$ cat config.mk
export PLATFORM = sky130hd
export DESIGN_NAME = gpio_alarm_pmu
export DESIGN_NICKNAME = d
export VERILOG_FILES = /design/src/hdl/gpio_glob_pkg.sv /design/src/hdl/gpio_alarm_pmu.sv
export SDC_FILE = /design/constraint.sdc
export NUM_CORES = 1
export LEC_CHECK = 0
export ABC_AREA = 1
export BUFFER_PORTS_ARGS = -buffer_cell sky130_fd_sc_hd__buf_2
export CAP_MARGIN = 20
export CORE_MARGIN = 3
export CORE_UTILIZATION = 54
export DETAILED_ROUTE_END_ITERATION = 12
export PLACE_DENSITY = 0.81
export RECOVER_POWER = 50
export SKIP_LAST_GASP = 1
export SLEW_MARGIN = 0
export SYNTH_ARGS = -nofsm -noshare
export SYNTH_HDL_FRONTEND = slang
export SYNTH_SLANG_ARGS = --single-unit
export TNS_END_PERCENT = 50
$ cat constraint.sdc
create_clock -name mclk -period 1.7 [get_ports mclk]
set_input_delay 0.085 -clock mclk [delete_from_list [all_inputs] [get_ports mclk]]
set_output_delay 0.085 -clock mclk [all_outputs]
set_load 0.03 [all_outputs]
$ cat src/hdl/gpio_glob_pkg.sv
// Package with the register map, field layout and types of the global pin block
package gpio_glob_pkg;
  // ==========================================
  // Sizes
  localparam int NUM_PINS = 8;
  localparam int NUM_PORTS = 4;
  localparam int NUM_ALARMS = 11;
  localparam int CNT_W = 16;
  localparam logic [12:0] ONESEC_DIV = 13'd8000;
  localparam logic [12:0] ONESEC_HALF = 13'd4000;
  // ==========================================
  // Register offsets (byte addresses)
  localparam logic [7:0] OFF_CTRL1 = 8'h00;
  localparam logic [7:0] OFF_CTRL2 = 8'h04;
  localparam logic [7:0] OFF_PIN_MODE = 8'h08;
  localparam logic [7:0] OFF_ALARM_SEL = 8'h0c;
  localparam logic [7:0] OFF_PORT_CTRL = 8'h10;
  localparam logic [7:0] OFF_STATUS = 8'h14;
  localparam logic [7:0] OFF_CNT_STATUS = 8'h18;
  localparam logic [7:0] OFF_HOLD0 = 8'h20;
  localparam logic [7:0] OFF_HOLD3 = 8'h2c;
  // ==========================================
  // Field positions
  localparam int C1_GUM_LO = 0;
  localparam int C1_EISS = 2;
  localparam int C1_GTMEI = 3;
  localparam int C1_GPMU = 4;
  localparam int C1_TRANSMIT_ERROR_INSERT_PIN = 5;
  localparam int C2_R8K_OE = 0;
  localparam int C2_R8K_IS = 1;
  localparam int PC_TRANSMIT_ERROR_INSERT = 0;
  localparam int PC_PMU = 4;
  localparam int PC_USEG = 8;
  localparam int ST_PMS = 8;
  localparam int ST_PMS_LAT = 9;
  localparam int ST_ONES_LAT = 10;
  localparam int CS_NZ_LAT = 4;
  localparam int CS_EV_LAT = 8;
  // Pin indices of global signals (pins numbered from 0)
  localparam int PIN_R8K_OUT = 1;
  localparam int PIN_R8K_IN = 3;
  localparam int PIN_TRANSMIT_ERROR_INSERT = 5;
  localparam int PIN_PMU = 7;
  // ==========================================
  // Encodings
  localparam logic [1:0] PM_INPUT = 2'h0;
  localparam logic [1:0] PM_ALARM = 2'h1;
  localparam logic [1:0] PM_LOW = 2'h2;
  localparam logic [1:0] PM_HIGH = 2'h3;
  localparam logic [1:0] GUM_SW = 2'h0;
  localparam logic [1:0] GUM_PIN = 2'h1;
  localparam logic [10:0] AM_LOS_LOF_AIS = 11'h00d;
  localparam logic [10:0] AM_PLCP_LCD = 11'h480;
  localparam logic [10:0] AM_FIVE = 11'h48d;
  localparam logic [10:0] AM_RAI_GROUP = 11'h130;
  localparam logic [10:0] AM_ALL = 11'h7ff;
  localparam logic [3:0] AC_LAST_SINGLE = 4'ha;
  localparam logic [3:0] AC_LOS_LOF_AIS = 4'hb;
  localparam logic [3:0] AC_PLCP_LCD = 4'hc;
  localparam logic [3:0] AC_FIVE = 4'hd;
  localparam logic [3:0] AC_RAI_GROUP = 4'he;
  // ==========================================
  // Carriers
  typedef struct packed {
    logic psel;
    logic penable;
    logic pwrite;
    logic [7:0] paddr;
    logic [31:0] pwdata;
  } apb_req_t;
  typedef logic [NUM_ALARMS-1:0] alarm_vec_t;
  typedef struct packed {
    logic [NUM_PINS-1:0] pin_out;
    logic [NUM_PINS-1:0] pin_oe;
  } pin_drive_t;
endpackage : gpio_glob_pkg

$ cat src/hdl/gpio_alarm_pmu.sv
// Global pins, alarm outputs, performance update and error insert source logic
// Function
// - Eight pins, each independently input, output or alarm output; pins 2, 4, 6 and 8 can also be a global signal.
// - Two pins per port, each can show one selected alarm group.
// - Only one pin of each port pair can be a global signal.
// - Pins of disabled ports still work as input, output or global.
// - Alarm mode pin of a disabled port drives low.
// - Reference, error insert and update pin signals are low when unselected.
// - Pin 2 reference out, 4 reference in, 6 error insert, 8 update in.
// - Pin mode 00 input, 01 alarm, 10 low, 11 high.
// - Alarm codes 0 to 10 select a single alarm in fixed order.
// - Codes 11 to 15 select the documented alarm groups.
// - Event counters saturate at maximum instead of wrapping.
// - Live nonzero bit, latched zero-to-one bit, latched event bit.
// - Update copies counter into holding register and clears counter.
// - Event during update loads counter with one.
// - Update from one-second reference, pin, port bit or global bit.
// - Hardware status follows the update source rise and fall.
// - Latched update status is kept for interrupt use.
// - Ports not using global update are masked from global status.
// - Error insert from local bits, global bit, port bit or pin 6.
// - Source select clear uses local bits, set uses external signal or port bit.
// - Update clear pulses go to all four counter owning ports.
// - One-second reference divides the 8 kHz reference by 8000.
// - One-second rising edge updates when update mode upper bit set.
//
// Implementation choices: the register addresses and the APB slave port.
`timescale 1ns/1ps
module gpio_alarm_pmu (
  input wire logic mclk,
  input wire logic resetn,
  input wire gpio_glob_pkg::apb_req_t apb_req,
  output logic [31:0] prdata,
  output logic pready,
  output logic pslverr,
  input wire logic [gpio_glob_pkg::NUM_PINS-1:0] pin_in,
  output gpio_glob_pkg::pin_drive_t pin_drive,
  input wire logic [gpio_glob_pkg::NUM_PORTS-1:0] port_enable,
  input wire gpio_glob_pkg::alarm_vec_t [gpio_glob_pkg::NUM_PORTS-1:0] port_alarms,
  input wire logic ref8k_internal,
  input wire logic [gpio_glob_pkg::NUM_PORTS-1:0] count_event,
  input wire logic [gpio_glob_pkg::NUM_PORTS-1:0] local_error_insert,
  output logic [gpio_glob_pkg::NUM_PORTS-1:0] transmit_error_insert,
  output logic [gpio_glob_pkg::NUM_PORTS-1:0] update_clear,
  output logic ref8k_in,
  output logic transmit_error_insert_pin_core,
  output logic pmu_pin_core,
  output logic perf_update_status_latched
);
  import gpio_glob_pkg::*;

  function automatic logic alarm_pick(input alarm_vec_t al, input logic [3:0] code);
    alarm_vec_t mask;
    mask = '0;
    if (code <= AC_LAST_SINGLE) begin
      mask = alarm_vec_t'(1) << code;
    end else begin
      case (code)
        AC_LOS_LOF_AIS: mask = AM_LOS_LOF_AIS;
        AC_PLCP_LCD: mask = AM_PLCP_LCD;
        AC_FIVE: mask = AM_FIVE;
        AC_RAI_GROUP: mask = AM_RAI_GROUP;
        default: mask = AM_ALL;
      endcase
    end
    return |(al & mask);
  endfunction : alarm_pick

  // ==========================================
  // Registers
  logic [5:0] ctrl1_reg;
  logic [1:0] ctrl2_reg;
  logic [2*NUM_PINS-1:0] pin_mode_reg;
  logic [31:0] alarm_sel_reg;
  logic [11:0] port_ctrl_reg;
  logic pms_lat_reg;
  logic ones_lat_reg;
  logic [NUM_PORTS-1:0] nz_lat_reg;
  logic [NUM_PORTS-1:0] ev_lat_reg;
  logic [CNT_W-1:0] cnt_reg [NUM_PORTS];
  logic [CNT_W-1:0] hold_reg [NUM_PORTS];
  logic [NUM_PINS-1:0] sync1_reg;
  logic [NUM_PINS-1:0] sync2_reg;
  logic ref8k_prev_reg;
  logic [12:0] div_reg;
  logic onesec_reg;
  logic onesec_prev_reg;
  logic [NUM_PORTS-1:0] req_reg;
  logic pms_prev_reg;

  logic [1:0] gum;
  logic wr_en;
  logic setup;
  logic pms_global;
  logic ref8k_src;
  logic transmit_error_insert_ext;
  logic global_req;
  logic [NUM_PORTS-1:0] port_req;
  logic [NUM_PORTS-1:0] upd;
  logic [NUM_PINS-1:0] claimed;
  logic [NUM_PINS-1:0] w1c_st;
  logic [NUM_PINS-1:0] w1c_cs;

  assign gum = ctrl1_reg[C1_GUM_LO +: 2];
  assign setup = apb_req.psel & ~apb_req.penable;
  assign wr_en = apb_req.psel & apb_req.penable & pready & apb_req.pwrite;
  assign w1c_st = (wr_en && apb_req.paddr == OFF_STATUS) ? apb_req.pwdata[15:8] : '0;
  assign w1c_cs = (wr_en && apb_req.paddr == OFF_CNT_STATUS) ? apb_req.pwdata[11:4] : '0;

  // ==========================================
  // Pin synchroniser
  always_ff @(posedge mclk or negedge resetn) begin
    if (!resetn) begin
      sync1_reg <= '0;
      sync2_reg <= '0;
    end else begin
      sync1_reg <= pin_in;
      sync2_reg <= sync1_reg;
    end
  end

  // ==========================================
  // APB slave
  always_ff @(posedge mclk or negedge resetn) begin
    if (!resetn) begin
      ctrl1_reg <= '0;
      ctrl2_reg <= '0;
      pin_mode_reg <= '0;
      alarm_sel_reg <= '0;
      port_ctrl_reg <= '0;
    end else if (wr_en) begin
      case (apb_req.paddr)
        OFF_CTRL1: ctrl1_reg <= apb_req.pwdata[5:0];
        OFF_CTRL2: ctrl2_reg <= apb_req.pwdata[1:0];
        OFF_PIN_MODE: pin_mode_reg <= apb_req.pwdata[15:0];
        OFF_ALARM_SEL: alarm_sel_reg <= apb_req.pwdata;
        OFF_PORT_CTRL: port_ctrl_reg <= apb_req.pwdata[11:0];
        default: ;
      endcase
    end
  end

  always_ff @(posedge mclk or negedge resetn) begin
    if (!resetn) begin
      pready <= 1'b0;
      pslverr <= 1'b0;
      prdata <= '0;
    end else begin
      pready <= setup;
      pslverr <= 1'b0;
      prdata <= '0;
      if (setup && !apb_req.pwrite) begin
        case (apb_req.paddr)
          OFF_CTRL1: prdata <= 32'(ctrl1_reg);
          OFF_CTRL2: prdata <= 32'(ctrl2_reg);
          OFF_PIN_MODE: prdata <= 32'(pin_mode_reg);
          OFF_ALARM_SEL: prdata <= alarm_sel_reg;
          OFF_PORT_CTRL: prdata <= 32'(port_ctrl_reg);
          OFF_STATUS: prdata <= 32'({ones_lat_reg, pms_lat_reg, pms_prev_reg, sync2_reg});
          OFF_CNT_STATUS: begin
            for (int p = 0; p < NUM_PORTS; p++) begin
              prdata[p] <= cnt_reg[p] != '0;
            end
            prdata[CS_NZ_LAT +: NUM_PORTS] <= nz_lat_reg;
            prdata[CS_EV_LAT +: NUM_PORTS] <= ev_lat_reg;
          end
          default: begin
            if (apb_req.paddr >= OFF_HOLD0 && apb_req.paddr <= OFF_HOLD3
                && apb_req.paddr[1:0] == 2'h0) begin
              prdata <= 32'(hold_reg[apb_req.paddr[3:2]]);
            end else begin
              pslverr <= 1'b1;
            end
          end
        endcase
      end else if (setup) begin
        pslverr <= !(apb_req.paddr inside {OFF_CTRL1, OFF_CTRL2, OFF_PIN_MODE, OFF_ALARM_SEL,
                     OFF_PORT_CTRL, OFF_STATUS, OFF_CNT_STATUS});
      end
    end
  end

  // ==========================================
  // Global signal claim and pin drive
  always_comb begin
    claimed = '0;
    claimed[PIN_R8K_OUT] = ctrl2_reg[C2_R8K_OE];
    claimed[PIN_R8K_IN] = ctrl2_reg[C2_R8K_IS];
    claimed[PIN_TRANSMIT_ERROR_INSERT] = ctrl1_reg[C1_TRANSMIT_ERROR_INSERT_PIN];
    claimed[PIN_PMU] = gum == GUM_PIN;
  end

  always_ff @(posedge mclk or negedge resetn) begin
    if (!resetn) begin
      pin_drive <= '0;
    end else begin
      for (int i = 0; i < NUM_PINS; i++) begin
        // Each port owns pins 2p and 2p+1; only the odd one can be global
        if (claimed[i]) begin
          pin_drive.pin_oe[i] <= i == PIN_R8K_OUT;
          pin_drive.pin_out[i] <= (i == PIN_R8K_OUT) && ref8k_src;
        end else begin
          case (pin_mode_reg[2*i +: 2])
            PM_ALARM: begin
              pin_drive.pin_oe[i] <= 1'b1;
              pin_drive.pin_out[i] <= port_enable[i/2] &&
                alarm_pick(port_alarms[i/2], alarm_sel_reg[4*i +: 4]);
            end
            PM_LOW: begin
              pin_drive.pin_oe[i] <= 1'b1;
              pin_drive.pin_out[i] <= 1'b0;
            end
            PM_HIGH: begin
              pin_drive.pin_oe[i] <= 1'b1;
              pin_drive.pin_out[i] <= 1'b1;
            end
            default: begin
              pin_drive.pin_oe[i] <= 1'b0;
              pin_drive.pin_out[i] <= 1'b0;
            end
          endcase
        end
      end
    end
  end

  // ==========================================
  // Signals from pins into the core
  always_ff @(posedge mclk or negedge resetn) begin
    if (!resetn) begin
      ref8k_in <= 1'b0;
      transmit_error_insert_pin_core <= 1'b0;
      pmu_pin_core <= 1'b0;
    end else begin
      ref8k_in <= claimed[PIN_R8K_IN] && sync2_reg[PIN_R8K_IN];
      transmit_error_insert_pin_core <= claimed[PIN_TRANSMIT_ERROR_INSERT] && sync2_reg[PIN_TRANSMIT_ERROR_INSERT];
      pmu_pin_core <= claimed[PIN_PMU] && sync2_reg[PIN_PMU];
    end
  end

  // ==========================================
  // One-second reference
  assign ref8k_src = ctrl2_reg[C2_R8K_IS] ? sync2_reg[PIN_R8K_IN] : ref8k_internal;

  always_ff @(posedge mclk or negedge resetn) begin
    if (!resetn) begin
      ref8k_prev_reg <= 1'b0;
      div_reg <= '0;
      onesec_reg <= 1'b0;
      onesec_prev_reg <= 1'b0;
      ones_lat_reg <= 1'b0;
    end else begin
      ref8k_prev_reg <= ref8k_src;
      onesec_prev_reg <= onesec_reg;
      if (ref8k_src && !ref8k_prev_reg) begin
        div_reg <= (div_reg == ONESEC_DIV - 13'd1) ? '0 : div_reg + 13'd1;
        onesec_reg <= div_reg < ONESEC_HALF - 13'd1 || div_reg == ONESEC_DIV - 13'd1;
      end
      if (onesec_reg && !onesec_prev_reg) begin
        ones_lat_reg <= 1'b1;
      end else if (w1c_st[ST_ONES_LAT - 8]) begin
        ones_lat_reg <= 1'b0;
      end
    end
  end

  // ==========================================
  // Update request and status
  always_comb begin
    case (gum)
      GUM_SW: global_req = ctrl1_reg[C1_GPMU];
      GUM_PIN: global_req = sync2_reg[PIN_PMU];
      default: global_req = onesec_reg;
    endcase
    for (int p = 0; p < NUM_PORTS; p++) begin
      port_req[p] = port_ctrl_reg[PC_USEG + p] ? global_req : port_ctrl_reg[PC_PMU + p];
    end
  end

  assign upd = port_req & ~req_reg;
  assign pms_global = |(req_reg & port_ctrl_reg[PC_USEG +: NUM_PORTS]);

  always_ff @(posedge mclk or negedge resetn) begin
    if (!resetn) begin
      req_reg <= '0;
      update_clear <= '0;
      pms_prev_reg <= 1'b0;
      pms_lat_reg <= 1'b0;
      perf_update_status_latched <= 1'b0;
    end else begin
      req_reg <= port_req;
      update_clear <= upd;
      pms_prev_reg <= pms_global;
      if (pms_global && !pms_prev_reg) begin
        pms_lat_reg <= 1'b1;
      end else if (w1c_st[ST_PMS_LAT - 8]) begin
        pms_lat_reg <= 1'b0;
      end
      perf_update_status_latched <= pms_lat_reg;
    end
  end

  // ==========================================
  // Event counters
  always_ff @(posedge mclk or negedge resetn) begin
    if (!resetn) begin
      for (int p = 0; p < NUM_PORTS; p++) begin
        cnt_reg[p] <= '0;
        hold_reg[p] <= '0;
      end
      nz_lat_reg <= '0;
      ev_lat_reg <= '0;
    end else begin
      for (int p = 0; p < NUM_PORTS; p++) begin
        if (upd[p]) begin
          hold_reg[p] <= cnt_reg[p];
          cnt_reg[p] <= count_event[p] ? CNT_W'(1) : '0;
        end else if (count_event[p] && cnt_reg[p] != '1) begin
          cnt_reg[p] <= cnt_reg[p] + CNT_W'(1);
        end
        if (count_event[p] && (cnt_reg[p] == '0 || upd[p])) begin
          nz_lat_reg[p] <= 1'b1;
        end else if (w1c_cs[p]) begin
          nz_lat_reg[p] <= 1'b0;
        end
        if (count_event[p]) begin
          ev_lat_reg[p] <= 1'b1;
        end else if (w1c_cs[CS_EV_LAT - CS_NZ_LAT + p]) begin
          ev_lat_reg[p] <= 1'b0;
        end
      end
    end
  end

  // ==========================================
  // Transmit error insert source
  assign transmit_error_insert_ext = ctrl1_reg[C1_GTMEI] || (claimed[PIN_TRANSMIT_ERROR_INSERT] && sync2_reg[PIN_TRANSMIT_ERROR_INSERT]);

  always_ff @(posedge mclk or negedge resetn) begin
    if (!resetn) begin
      transmit_error_insert <= '0;
    end else begin
      for (int p = 0; p < NUM_PORTS; p++) begin
        transmit_error_insert[p] <= ctrl1_reg[C1_EISS] ?
          (transmit_error_insert_ext || port_ctrl_reg[PC_TRANSMIT_ERROR_INSERT + p]) : local_error_insert[p];
      end
    end
  end
endmodule : gpio_alarm_pmu

Yosys cells after proc, flatten, opt, wreduce, memory -nomap -nowiden
Index checks and enable logic that the tools add are counted.
{"block": "totals", "reg_bits": 305, "latchBits": 0, "mem_bits_rw": 0, "rom_bits": 0, "input_bits": 110, "output_inout_bits": 62, "word_cells": 352, "memories": 0}
{"block": "classes", "n_addsub": 5, "n_mul": 0, "div_mod_pow": 0, "n_lt_le_gt_ge": 12, "eq_ne": 68, "n_shift": 8, "mux": 108, "bitwise": 17, "n_reduce_logical": 92}
{"op": "11-bit case mux with 4 select lines", "count": 8}
{"op": "11-bit two-way mux", "count": 20}
{"op": "16-bit two-way mux", "count": 11}
{"op": "4-bit equality test (second input constant)", "count": 32}
{"op": "11-bit AND", "count": 8}
{"op": "11-bit OR reduction", "count": 8}
{"op": "1-bit by 4-bit left shift with 11-bit output (first input constant)", "count": 8}
{"op": "12-bit case mux with 7 select lines", "count": 1}
{"op": "16-bit by 1-bit adder with 16-bit output (second input constant)", "count": 4}
{"op": "16-bit zero test", "count": 4}
{"op": "16-bit != test (second input constant)", "count": 4}
{"op": "16-bit nonzero test", "count": 4}
{"op": "20-bit case mux with 3 select lines", "count": 1}
{"op": "1-bit two-way mux", "count": 53}
{"op": "16-bit binary-select mux with 2-bit select", "count": 1}
{"op": "2-bit equality test (second input constant)", "count": 16}
{"op": "4-bit less-or-equal comparator (second input constant)", "count": 8}
{"op": "32-bit two-way mux", "count": 1}
{"op": "2-bit nonzero test", "count": 14}
{"op": "1-bit logical AND", "count": 27}
{"op": "8-bit by 5-bit equality test with 1-bit output (second input constant)", "count": 3}
{"op": "3-bit OR reduction", "count": 8}
{"op": "2-bit by 1-bit equality test with 1-bit output (second input constant)", "count": 9}
{"op": "1-bit case mux with 2 select lines", "count": 9}
{"op": "other kinds (25)", "count": 48}

Longest topological paths before layout
Gate-level depths: netlist (run 1).
{"block": "logic_depth", "depth_word": 10, "mapped_depth": 13}

Least setup slack after synthesis (run 1)
OpenSTA, ideal clock, no wires.
{"block": "synth_timing", "path_type": "reg2reg", "startpoint": "register cnt_reg[48] (netlist bit)", "endpoint": "register cnt_reg[48] (netlist bit)", "setup_ns": 0.131, "t_arrival_ns": 1.597, "path_slack_ns": -0.027, "path_stages_with_launch": 10, "path_buffers": 1, "path_cell_list": "dfrtp_1 ha_1 nand3_1 nor3_2 nand3_2 o21ai_4 inv_2 buf_2 nand2_1 o211ai_1"}
{"block": "synth_between", "elab_chain_len": 3, "elab_cells_between_ends": 6, "classes_between": "add/sub (1); eq/ne (1); mux (2); reduce/logical (2)"}
{"element": "start, declared", "line": "gpio_alarm_pmu.sv:80", "text": "logic [CNT_W-1:0] cnt_reg [NUM_PORTS];"}
{"element": "start signal, assigned by index", "line": "gpio_alarm_pmu.sv:317", "text": "cnt_reg[p] <= count_event[p] ? CNT_W'(1) : '0;"}
{"element": "start signal, assigned by index", "line": "gpio_alarm_pmu.sv:319", "text": "cnt_reg[p] <= cnt_reg[p] + CNT_W'(1);"}
{"element": "16-bit by 1-bit adder with 16-bit output / 16-bit != test (equally long branches)", "line": "gpio_alarm_pmu.sv:319, gpio_alarm_pmu.sv:318"}
{"element": "16-bit two-way mux / 1-bit logical AND (equally long branches)", "line": "gpio_alarm_pmu.sv:318", "text": "end else if (count_event[p] && cnt_reg[p] != '1) begin"}
{"element": "16-bit two-way mux / 2-bit nonzero test (equally long branches)"}
Several ways; a longest one is shown, not always the timed one. The select of a mux whose other input is x is not followed.
A chain may end at the register's enable or synchronous reset.

Final worst setup path (run 1)
{"block": "layout_timing", "startpoint": "register ctrl1_reg[1]", "endpoint": "register hold_reg[38] (netlist bit)"}
{"block": "layout_between", "elab_chain_len": 4, "elab_cells_between_ends": 5, "classes_between": "eq/ne (1); mux (2); bitwise (1); reduce/logical (1)"}
{"element": "start, declared", "line": "gpio_alarm_pmu.sv:71", "text": "logic [5:0] ctrl1_reg;"}
{"element": "start signal, assigned", "line": "gpio_alarm_pmu.sv:133", "text": "OFF_CTRL1: ctrl1_reg <= apb_req.pwdata[5:0];"}
{"element": "2-bit by 1-bit equality test with 1-bit output / 2-bit zero test (equally long branches)", "line": "gpio_alarm_pmu.sv:270", "text": "case (gum)"}
{"element": "1-bit case mux with 2 select lines *", "line": "gpio_alarm_pmu.sv:270"}
{"element": "1-bit two-way mux *", "line": "gpio_alarm_pmu.sv:276", "text": "port_req[p] = port_ctrl_reg[PC_USEG + p] ? global_req : port_ctrl_reg[PC_PMU + p];"}
{"element": "4-bit AND *", "line": "gpio_alarm_pmu.sv:280", "text": "assign upd = port_req & ~req_reg;"}
{"element": "named net upd[1]", "line": "gpio_alarm_pmu.sv:99", "text": "logic [NUM_PORTS-1:0] upd;"}
{"element": "end signal, assigned by index", "line": "gpio_alarm_pmu.sv:316", "text": "hold_reg[p] <= cnt_reg[p];"}
{"element": "end, declared", "line": "gpio_alarm_pmu.sv:81", "text": "logic [CNT_W-1:0] hold_reg [NUM_PORTS];"}
The timed path passes the listed nets; every way through them passes the cells marked *.

==> results of run 1 <==
## timing repair
item,in CTS,in global routing
setup buffers,11,21
hold endpoints to repair,340,0
resized for setup,36,156
pin swaps,8,35
setup endpoints to repair,102,151
hold buffers,57,0
cloned,3,11
## power by group
| part | internal, mW | switching, mW | total [mW] |
|---|---|---|---|
| clock network | 4.41 | 3.01 | 7.42 |
| registers | 7.64 | 0.375 | 8.02 |
| logic | 0.950 | 1.60 | 2.55 |
## cell usage in the layout (no fill, tap or decap), types with 5 or more instances in the layout
cell,n
o211ai_1,11
nor2_4,6
nand4_1,28
inv_1,213
nand2_4,10
o21ai_2,8
nor4_1,6
xor2_1,41
and3_1,8
buf_2,168
inv_2,12
o22ai_1,12
nand3_2,18
ha_1,5
dlygate4sd3_1,57
o21ai_0,203
buf_6,16
nor3_2,13
o21ai_1,31
nand2_1,532
clkbuf_1,11
a22oi_1,12
a21oi_1,51
nand3_1,164
clkinvlp_4,9
dfrtp_1,304
buf_12,9
a22o_1,10
nor3_1,44
nor2_1,154
clkbuf_16,45
nor2_2,6
nand2_2,16
buf_4,144
clkinv_2,8
## kinds of logic after synthesis
| kind of cell | count (synthesis) | share of synthesized area [%] |
|---|---|---|
| compound gates | 355 | 12.4 |
| xor+xnor | 42 | 2.35 |
| fa+ha+maj | 9 | 0.720 |
| buf+inv | 305 | 7.72 |
| flops | 305 | 48.8 |
| simple gates | 1022 | 28.0 |
## path summary, 6_finish.rpt
check	cells past startpoint	startpoint	to
max	11	ctrl1_reg[1]	hold_reg[38]
min	7	port_alarms[32]	pin_drive[12]
min reg2reg	0	sync1_reg[3]	sync2_reg[3]
max in group asynchronous	3	resetn	cnt_reg[29]
min in group asynchronous	2	resetn	div_reg[7]
max reg2reg	11	ctrl1_reg[1]	hold_reg[38]
## layout make-up
| cell class | count | area [um^2] |
|---|---|---|
| inverter | 237 | 927 |
| clock buffer | 47 | 993 |
| fill | 1959 | 7550 |
| timing repair buffer | 416 | 3170 |
| sequential | 305 | 7630 |
| multi-input combinational | 1430 | 7260 |
| clock inverter | 14 | 130 |
| timing repair inverter | 3 | 22.5 |
| tap | 378 | 473 |
| antenna | 1 | 2.50 |
## stage by stage
stage	total power, mW	util, %
5_1_grt	18.6	73.2
4_1_cts	17.7	70.4
3_5_place_dp	10.2	63.7
2_1_floorplan	9.16	-
6_report	18.0	73.2
3_3_place_gp	10.1	63.7
## critical path, cell delays in order (launching register included)
cell and delay [ns]:
dfrtp_1 0.43, inv_2 0.08, nand2_2 0.06, o21ai_2 0.17
nor2_4 0.08, buf_6 0.12, nand2_2 0.05, nand2_2 0.07
nor2_4 0.17, inv_8 0.11, clkbuf_16 0.18, o21ai_0 0.21
## metal layers
layer	GRT usage (%)	vias to the layer above	wire, um
met5	0	-	0
li1	-	7433	-
met1	40.3	7788	20100
met4	10.9	0	2270
met3	4.67	184	4160
met2	49.9	904	24200
==> results by group, run 1 <==
Finish
  – Fin cells: approximately 2800
  – Nets@finish: approximately 2500
  – Final Instance Area: 20600 um^2
  – Synthesis-to-layout area growth: 31.7%
  – Proportion of layout cells with a drive suffix above 1: about 22%

Drt
  – DRC viols: 0
  – ANT nets after route: 0
  – Routed vias/inst: 5.76
  – Initial DRC Count: around 1800
  – 1st-pass router iterations: 6
  – Per-cell routed wire length: 17.9 um
  – Final wirelength: 50.8 mm
  – Via count: around 16000

Timing
  – Final Critical Period: roughly 1.8 ns
  – RSZ-0062 raised after global routing: true
  – Hold Fails Final Rpt: 0
  – Final Slew Violations: 0
  – Worst Tran Pin Value: a little under 0.9 ns
  – Setup ws final: -0.119 ns
  – Clock Skews: 0.0195 ns
  – Max_slew headroom: approximately 41%
  – Hold slack: 0.0965 ns
  – Setup Viol. Count Final: 57
  – Tcrit/Tclk final: 107%
  – Fmax achieved: about 550 MHz
  – Total negative slack: -2.50 ns

CTS
  – TritonCTS Buffers: 34
  – Clock sink total: approximately 310
  – CTS tree: built
  – Root buffer cell: clkbuf_16
  – Clock transition at the registers of the reported paths: about 0.060 ns
  – CTS H-Tree Depth: 2
  – Clock Path Buffers: 3
  – Clock Latency Late Sink: between 0.5 and 0.6 ns

Synth
  – Yosys top cell by area: dfrtp_1
  – Synth Warn #: 0
  – Synth Area per Inst: 7.68 um^2
  – Most common cell in the netlist: nand2_1
  – Register bit total from synthesis: slightly above 300
  – Fraction of registers with async set/reset: between 90% and 100%
  – EDFF count, synth: 0
  – Post-synth top area share: just under 50%
  – Synth Instances: around 2000
  – Post-synthesis sequential area ratio: between 40% and 50%
  – Mapped Area: 15600 um^2
  – Distinct cells, synth: between 40 and 50
  – Top cells by count, synth: nand2_1 (555), dfrtp_1 (305), o21ai_0 (240)
  – Post-synth net total: 2157
  – Synth top area cells: dfrtp_1 (49%), nand2_1 (13%), o21ai_0 (7.7%)
  – Synth Flop Type: dfrtp_1

Global route
  – Antenna violations before repair: 1
  – First-pass GRT wire length: between 70 and 80 mm
  – Largest net degree at the start of global routing: 65
  – Total GRT Usage: 30.1%
  – Vias in the first global route: about 15000
  – GRT overflow: 0

Worst hold path
  – Hold Path Class: in -> reg

Floorplanning
  – Die Width: about 180 um
  – Chip height: between 150 and 200 um
  – Placeable Area: approximately 28000 um^2
  – Die ar.: just over 30000 um^2
  – Core Rows: 61
  – Initial core utilization: between 50% and 60%
  – Top Ports: approximately 170

Place
  – Port-buffer cells: ~170
  – Dpl cells: roughly 2700
  – Post-Place Worst Slack: -0.241 ns
  – Post-DP HPWL: between 30 and 40 mm
  – Global placement routability congestion: ~0.95
  – DP Area: about 18000 um^2

Setup path
  – Flop2flop setup slack: -0.12 ns
  – CP Launch Type: register
  – Critical path class: reg -> reg
  – Crit path DAT: ~2.2 ns
  – CP endpoint kind: register
  – Worst EP required: about 2.1 ns
  – Worst-path maximum fanout: 9

Power
  – Maximum VDD drop: between 0.6 and 0.7 mV
  – Leak: between 10 and 15 nW
  – Pwr dens: around 870 nW/um^2

Outcome
  – Status: finished with violations
  – Failing checks: negative setup slack

Flow run
  – Max-Cap Viols: 0
No activity file was read; power rests on OpenSTA's default activity.
==> run 2, diff against run 1 <==
- CORE_ASPECT_RATIO: default -> 1.1
- SKIP_CTS_REPAIR_TIMING: default -> 1
==> run 2 against run 1 <==
Net effect: the run ends with negative hold slack, negative setup slack left; clock-buffer cell count fell by 7; clock power fell by 7.8%; wire length fell by 3.1%; combinational power fell by 4%; sequential share of layout area rose by 0.93 points; worst setup slack got worse by 0.025 ns; sequential cell count did not move; critical path depth fell by 2; final cell count fell by 2.2%; largest cell class unchanged; largest power group unchanged.
==> results by group, run 2 (synthesized netlist as in run 1, its figures left out) <==
Setup path
  – Crit path DAT: approximately 2.3 ns
  – Critical path class: reg -> reg
  – CP max stage delay: a little over 0.4 ns
  – Crit Reg-Reg Startpoint: cnt_reg[48]
  – CP delay by family, top: simple AND/OR/NAND/NOR gates
  – Worst-path maximum fanout: 6
  – Crit path cell chain: ha_4, nand3_4, nor3_4, nand3_2, o21ai_4, nor2_1, nand2_1, nand2_1, a21oi_1
  – CP Launch Type: register
  – Slowest-stage cell, CP: dfrtp_2
  – CP endpoint kind: register
  – Buf/Inv on CP: 0
  – Worst setup startpoint: cnt_reg[48]
  – Worst EP required: 2.17 ns
  – Cell mode on critical path: nand2_1

CTS
  – Clock sink total: 305
  – Root buffer cell: clkbuf_16
  – CTS H-Tree Depth: 1
  – Clock Path Buffers: 3
  – TritonCTS Buffers: 31
  – Clock Latency Late Sink: between 0.5 and 0.6 ns
  – CTS tree: built
  – Clock transition at the registers of the reported paths: around 0.070 ns

Global route
  – Largest net degree at the start of global routing: 67
  – Vias in the first global route: about 14000
  – First-pass GRT wire length: between 70 and 80 mm
  – Total GRT Usage: between 20 and 30%
  – GRT overflow: 0
  – Antenna violations before repair: 4

Floorplanning
  – Placeable Area: between 20000 and 30000 um^2
  – Die Width: roughly 170 um
  – Chip height: ~180 um
  – Die ar.: 31100 um^2
  – Core Rows: 64
  – Top Ports: between 150 and 200
  – Initial core utilization: between 50% and 60%

Worst hold path
  – Hold Path Class: in -> reg
  – Hold Path Origin: apb_req[4]

Drt
  – Per-cell routed wire length: 17.8 um
  – Routed vias/inst: between 5 and 6
  – DRC viols: 0
  – Initial DRC Count: 1785
  – ANT nets after route: 0
  – Via count: between 15000 and 20000
  – 1st-pass router iterations: 6
  – Final wirelength: between 40 and 50 mm

Power
  – Maximum VDD drop: ~0.86 mV
  – Leak: ~10 nW
  – Post-layout power: around 17 mW
  – Pwr dens: around 860 nW/um^2

Timing
  – RSZ-0062 raised after global routing: true
  – Hold slack: -0.0370 ns
  – Max_slew headroom: a little under two fifths
  – Hold Fails Final Rpt: 4
  – Setup Viol. Count Final: 48
  – Tcrit/Tclk final: 108%
  – Fmax achieved: ~540 MHz
  – Setup ws final: -0.144 ns
  – Final Slew Violations: 0
  – Clock Skews: 0.0107 ns
  – Final Critical Period: between 1.5 and 2 ns
  – Worst Tran Pin Value: 0.943 ns

Place
  – Post-Place Worst Slack: -0.100 ns
  – Post-DP HPWL: around 34 mm
  – Dpl cells: 2627
  – Port-buffer cells: 171
  – Global placement routability congestion: 0.941

Flow run
  – Max-Cap Viols: 0

Finish
  – Fin cells: 2770
  – Most common cell after layout, fill and taps aside: nand2_1
  – Fillers: between 2000 and 2500
  – Commonest cells after routing, fill and taps aside: nand2_1 (531), dfrtp_1 (302), o21ai_0 (214)
  – Nets@finish: about 2500
  – Synthesis-to-layout area growth: 28.5%
  – Proportion of layout cells with a drive suffix above 1: about a fifth

Outcome
  – Failing checks: negative hold slack, negative setup slack
  – Status: finished with violations
## run 2: cell count changes in the layout (fill, tap and decap cells not counted), sizes merged
cell / before / now
clkbuf: 66 / 58
diode: 1 / 3
clkinv: 12 / 15
inv: 231 / 236
clkinvlp: 9 / 2
buf: 340 / 301
nand2: 561 / 559
## run 2: metal layers
metal | track usage, % | wire (um)
met3 | 4.03 | 4050
met1 | 37.7 | 19300
met2 | 47.3 | 23700
met5 | 0 | 20
met4 | 11.3 | 2120
## run 2: final timing paths
check	end	slack, ns	cells after the start
worst max register to register	cnt_reg[58]	-0.14	9
min in group asynchronous	div_reg[5]	0.22	2
max in group asynchronous	pin_mode_reg[0]	0.27	3
worst min-delay path	ctrl1_reg[4]	-0.04	3
worst min register to register	sync2_reg[4]	0.36	0
worst max-delay path	cnt_reg[58]	-0.14	9
## run 2: final cells by class
| type | instances | area [um^2] | area share [%] |
|---|---|---|---|
| inverters | 237 | 916 | 4.55 |
| flip-flops and latches | 305 | 7640 | 38.0 |
| repair inverters | 1 | 11.3 | 0.0560 |
| clock inverters | 17 | 145 | 0.722 |
| repair buffers | 376 | 2800 | 13.9 |
| clock buffers | 40 | 880 | 4.37 |
| multi-input cells | 1428 | 7270 | 36.1 |
| diodes | 3 | 7.51 | 0.0373 |
| well taps | 363 | 454 | 2.26 |
## run 2: tightest hold or removal path, cell delays in order
cell and delay, ns:
buf_2 0.08, inv_1 0.13, o21ai_0 0.19
## run 2: metrics by stage
stage / hold slack, ns / area [um^2] / utilization [%] / setup TNS (ns)
after detailed placement: 0.107 / 17800 / 63.1 / -2.76
after global placement: 0.103 / 17800 / 63.1 / -0.0860
final: -0.0370 / 20100 / 71.4 / -1.17
after global routing: 0.0105 / 20100 / 71.4 / -9.09
after CTS: -0.483 / 18800 / 66.8 / -4.90
after floorplan: -0.211 / 15700 / - / 0
## run 2: report_power, final
part	internal, mW	leakage (nW)	switching [mW]
clock network	3.94	0.519	2.89
logic	0.923	5.61	1.52
registers	7.64	4.01	0.391
total	12.5	10.1	4.80
==> run 3, diff against run 2 <==
- CORE_UTILIZATION: 54 -> 38
- PLACE_DENSITY: 0.81 -> 0.62
==> run 3 against run 2 <==
Net effect: worst hold slack better by 0.020 ns; critical path depth unchanged; the run still ends with negative hold slack, negative setup slack left; sequential share of layout area down 0.29 points.
==> results by group, run 3 (synthesized netlist as in run 1, its figures left out) <==
Power
  – Net Sw Frac: between 20 and 30%
  – Clock Power Share: a little over two fifths
  – Maximum VDD drop: a little over 0.5 mV
  – Sequential Power Share: about 45%
  – Net Sw Power: about 4.8 mW
  – Leak: 10.1 nW
  – Int Power: about 13 mW
  – Pwr dens: just under 900 nW/um^2
  – Combinational share of power: 13.3%

Setup path
  – Worst setup startpoint: cnt_reg[48]
  – Crit path DAT: 2.20 ns
  – Worst EP required: roughly 2.2 ns
  – Critical path class: reg -> reg
  – Crit Reg-Reg Startpoint: cnt_reg[48]
  – Worst-path maximum fanout: 3
  – CP endpoint kind: register
  – CP Launch Type: register

Floorplanning
  – Core Rows: 77
  – Top Ports: around 170
  – Initial core utilization: between 30 and 40%
  – Placeable Area: around 40000 um^2
  – Die Width: roughly 200 um
  – Chip height: between 200 and 250 um
  – Die ar.: between 40000 and 50000 um^2

Global route
  – Antenna violations before repair: 2
  – Vias in the first global route: approximately 14000
  – Largest net degree at the start of global routing: 65
  – Total GRT Usage: between 20% and 30%
  – GRT overflow: 0
  – First-pass GRT wire length: between 70 and 80 mm

Finish
  – Most common cell after layout, fill and taps aside: nand2_1
  – Nets@finish: around 2500
  – Commonest cells after routing, fill and taps aside: nand2_1 (539), dfrtp_1 (305), inv_1 (215)
  – Fillers: just under 4000
  – Fin cells: slightly below 3000
  – Proportion of layout cells with a drive suffix above 1: between 10% and 20%
  – Synthesis-to-layout area growth: 29.5%

Outcome
  – Failing checks: negative hold slack, negative setup slack
  – Status: finished with violations

Timing
  – Tcrit/Tclk final: 103%
  – Fmax achieved: roughly 570 MHz
  – Hold Fails Final Rpt: 4
  – Setup Viol. Count Final: 8
  – Hold slack: -0.0168 ns
  – Worst Tran Pin Value: between 1 and 1.5 ns
  – RSZ-0062 raised after global routing: true
  – Max_slew headroom: between 20% and 30%
  – Total negative slack: -0.120 ns
  – Final Slew Violations: 0
  – Clock Skews: 0.0166 ns
  – Final Critical Period: between 1.5 and 2 ns
  – Setup ws final: -0.0468 ns

CTS
  – CTS H-Tree Depth: 2
  – Clock sink total: ~310
  – Clock transition at the registers of the reported paths: approximately 0.060 ns
  – Root buffer cell: clkbuf_16
  – Clock Path Buffers: 3
  – TritonCTS Buffers: 34
  – CTS tree: built
  – Clock Latency Late Sink: around 0.52 ns

Drt
  – DRC viols: 0
  – ANT nets after route: 0
  – 1st-pass router iterations: 5
  – Initial DRC Count: approximately 1100
  – Per-cell routed wire length: 17.0 um
  – Routed vias/inst: roughly 5.2
  – Final wirelength: 49.7 mm
  – Via count: 15300

Place
  – Dpl cells: 2788
  – Global placement routability congestion: 0.930
  – Port-buffer cells: approximately 170
  – Post-DP HPWL: 36.4 mm
  – Post-Place Worst Slack: -0.271 ns

Flow run
  – Max-Cap Viols: 0

Worst hold path
  – Hold Path Class: in -> reg
  – Hold Path Origin: apb_req[5]
==> run 3: power by group through the flow <==
stage	Clock (mW)	Sequential (mW)	Combinational, mW
finish	7.56	8.00	2.38
global route	8.04	8.04	2.66
CTS	7.74	7.98	2.12
detailed placement	0	8.11	2.11
global placement	0	8.09	2.06
floorplan	0	8.04	1.12
==> run 3: area by class of cell <==
| class | instances | area (um^2) | share of cell area [%] |
|---|---|---|---|
| antenna | 1 | 2.50 | 0.0124 |
| clock buffer | 44 | 980 | 4.84 |
| clock inverter | 16 | 169 | 0.834 |
| inverter | 237 | 930 | 4.59 |
| multi-input combinational | 1428 | 7140 | 35.2 |
| sequential | 305 | 7630 | 37.7 |
| tap | 513 | 642 | 3.17 |
| timing repair buffer | 372 | 2730 | 13.5 |
| timing repair inverter | 4 | 30.0 | 0.148 |
==> run 3: path summary, 6_finish.rpt <==
| check | endpoint | slack, ns | cells past startpoint |
|---|---|---|---|
| min in group asynchronous | prdata[0] | 0.32 | 2 |
| hold / removal | ctrl1_reg[5] | -0.02 | 3 |
| setup / recovery | cnt_reg[59] | -0.05 | 9 |
| setup reg to reg | cnt_reg[59] | -0.05 | 9 |
| hold reg to reg | sync2_reg[2] | 0.35 | 0 |
| max in group asynchronous | hold_reg[50] | 0.18 | 3 |
==> run 3: layer usage <==
layer  wire [um]  vias up  part of all wire (%)  track usage [%]
met5           0        -                     0                0
met4        1700        0                   3.4             7.49
met3        3360      107                   6.8             3.95
met2       22900      551                    46             34.6
met1       21700     7269                    44             30.0
li1            -     7364                     -                -
==> run 3: through the flow <==
step                utilization [%]  area [um^2]  power (mW)
detailed placement             44.4        18000        10.2
global placement               44.4        18000        10.2
floorplan                         -        15700        9.16
global route                   50.1        20300        18.7
finish                         50.1        20300        17.9
CTS                            47.2        19100        17.8
==> run 3: critical path: stages, from the launching register on <==
cell and delay (ns):
dfrtp_1 0.40, buf_4 0.14, nand3_2 0.10, nor3_2 0.34
nand2_2 0.16, nor2_4 0.16, nand3_1 0.09, o21ai_1 0.14
nand2_1 0.06, nor2_1 0.08
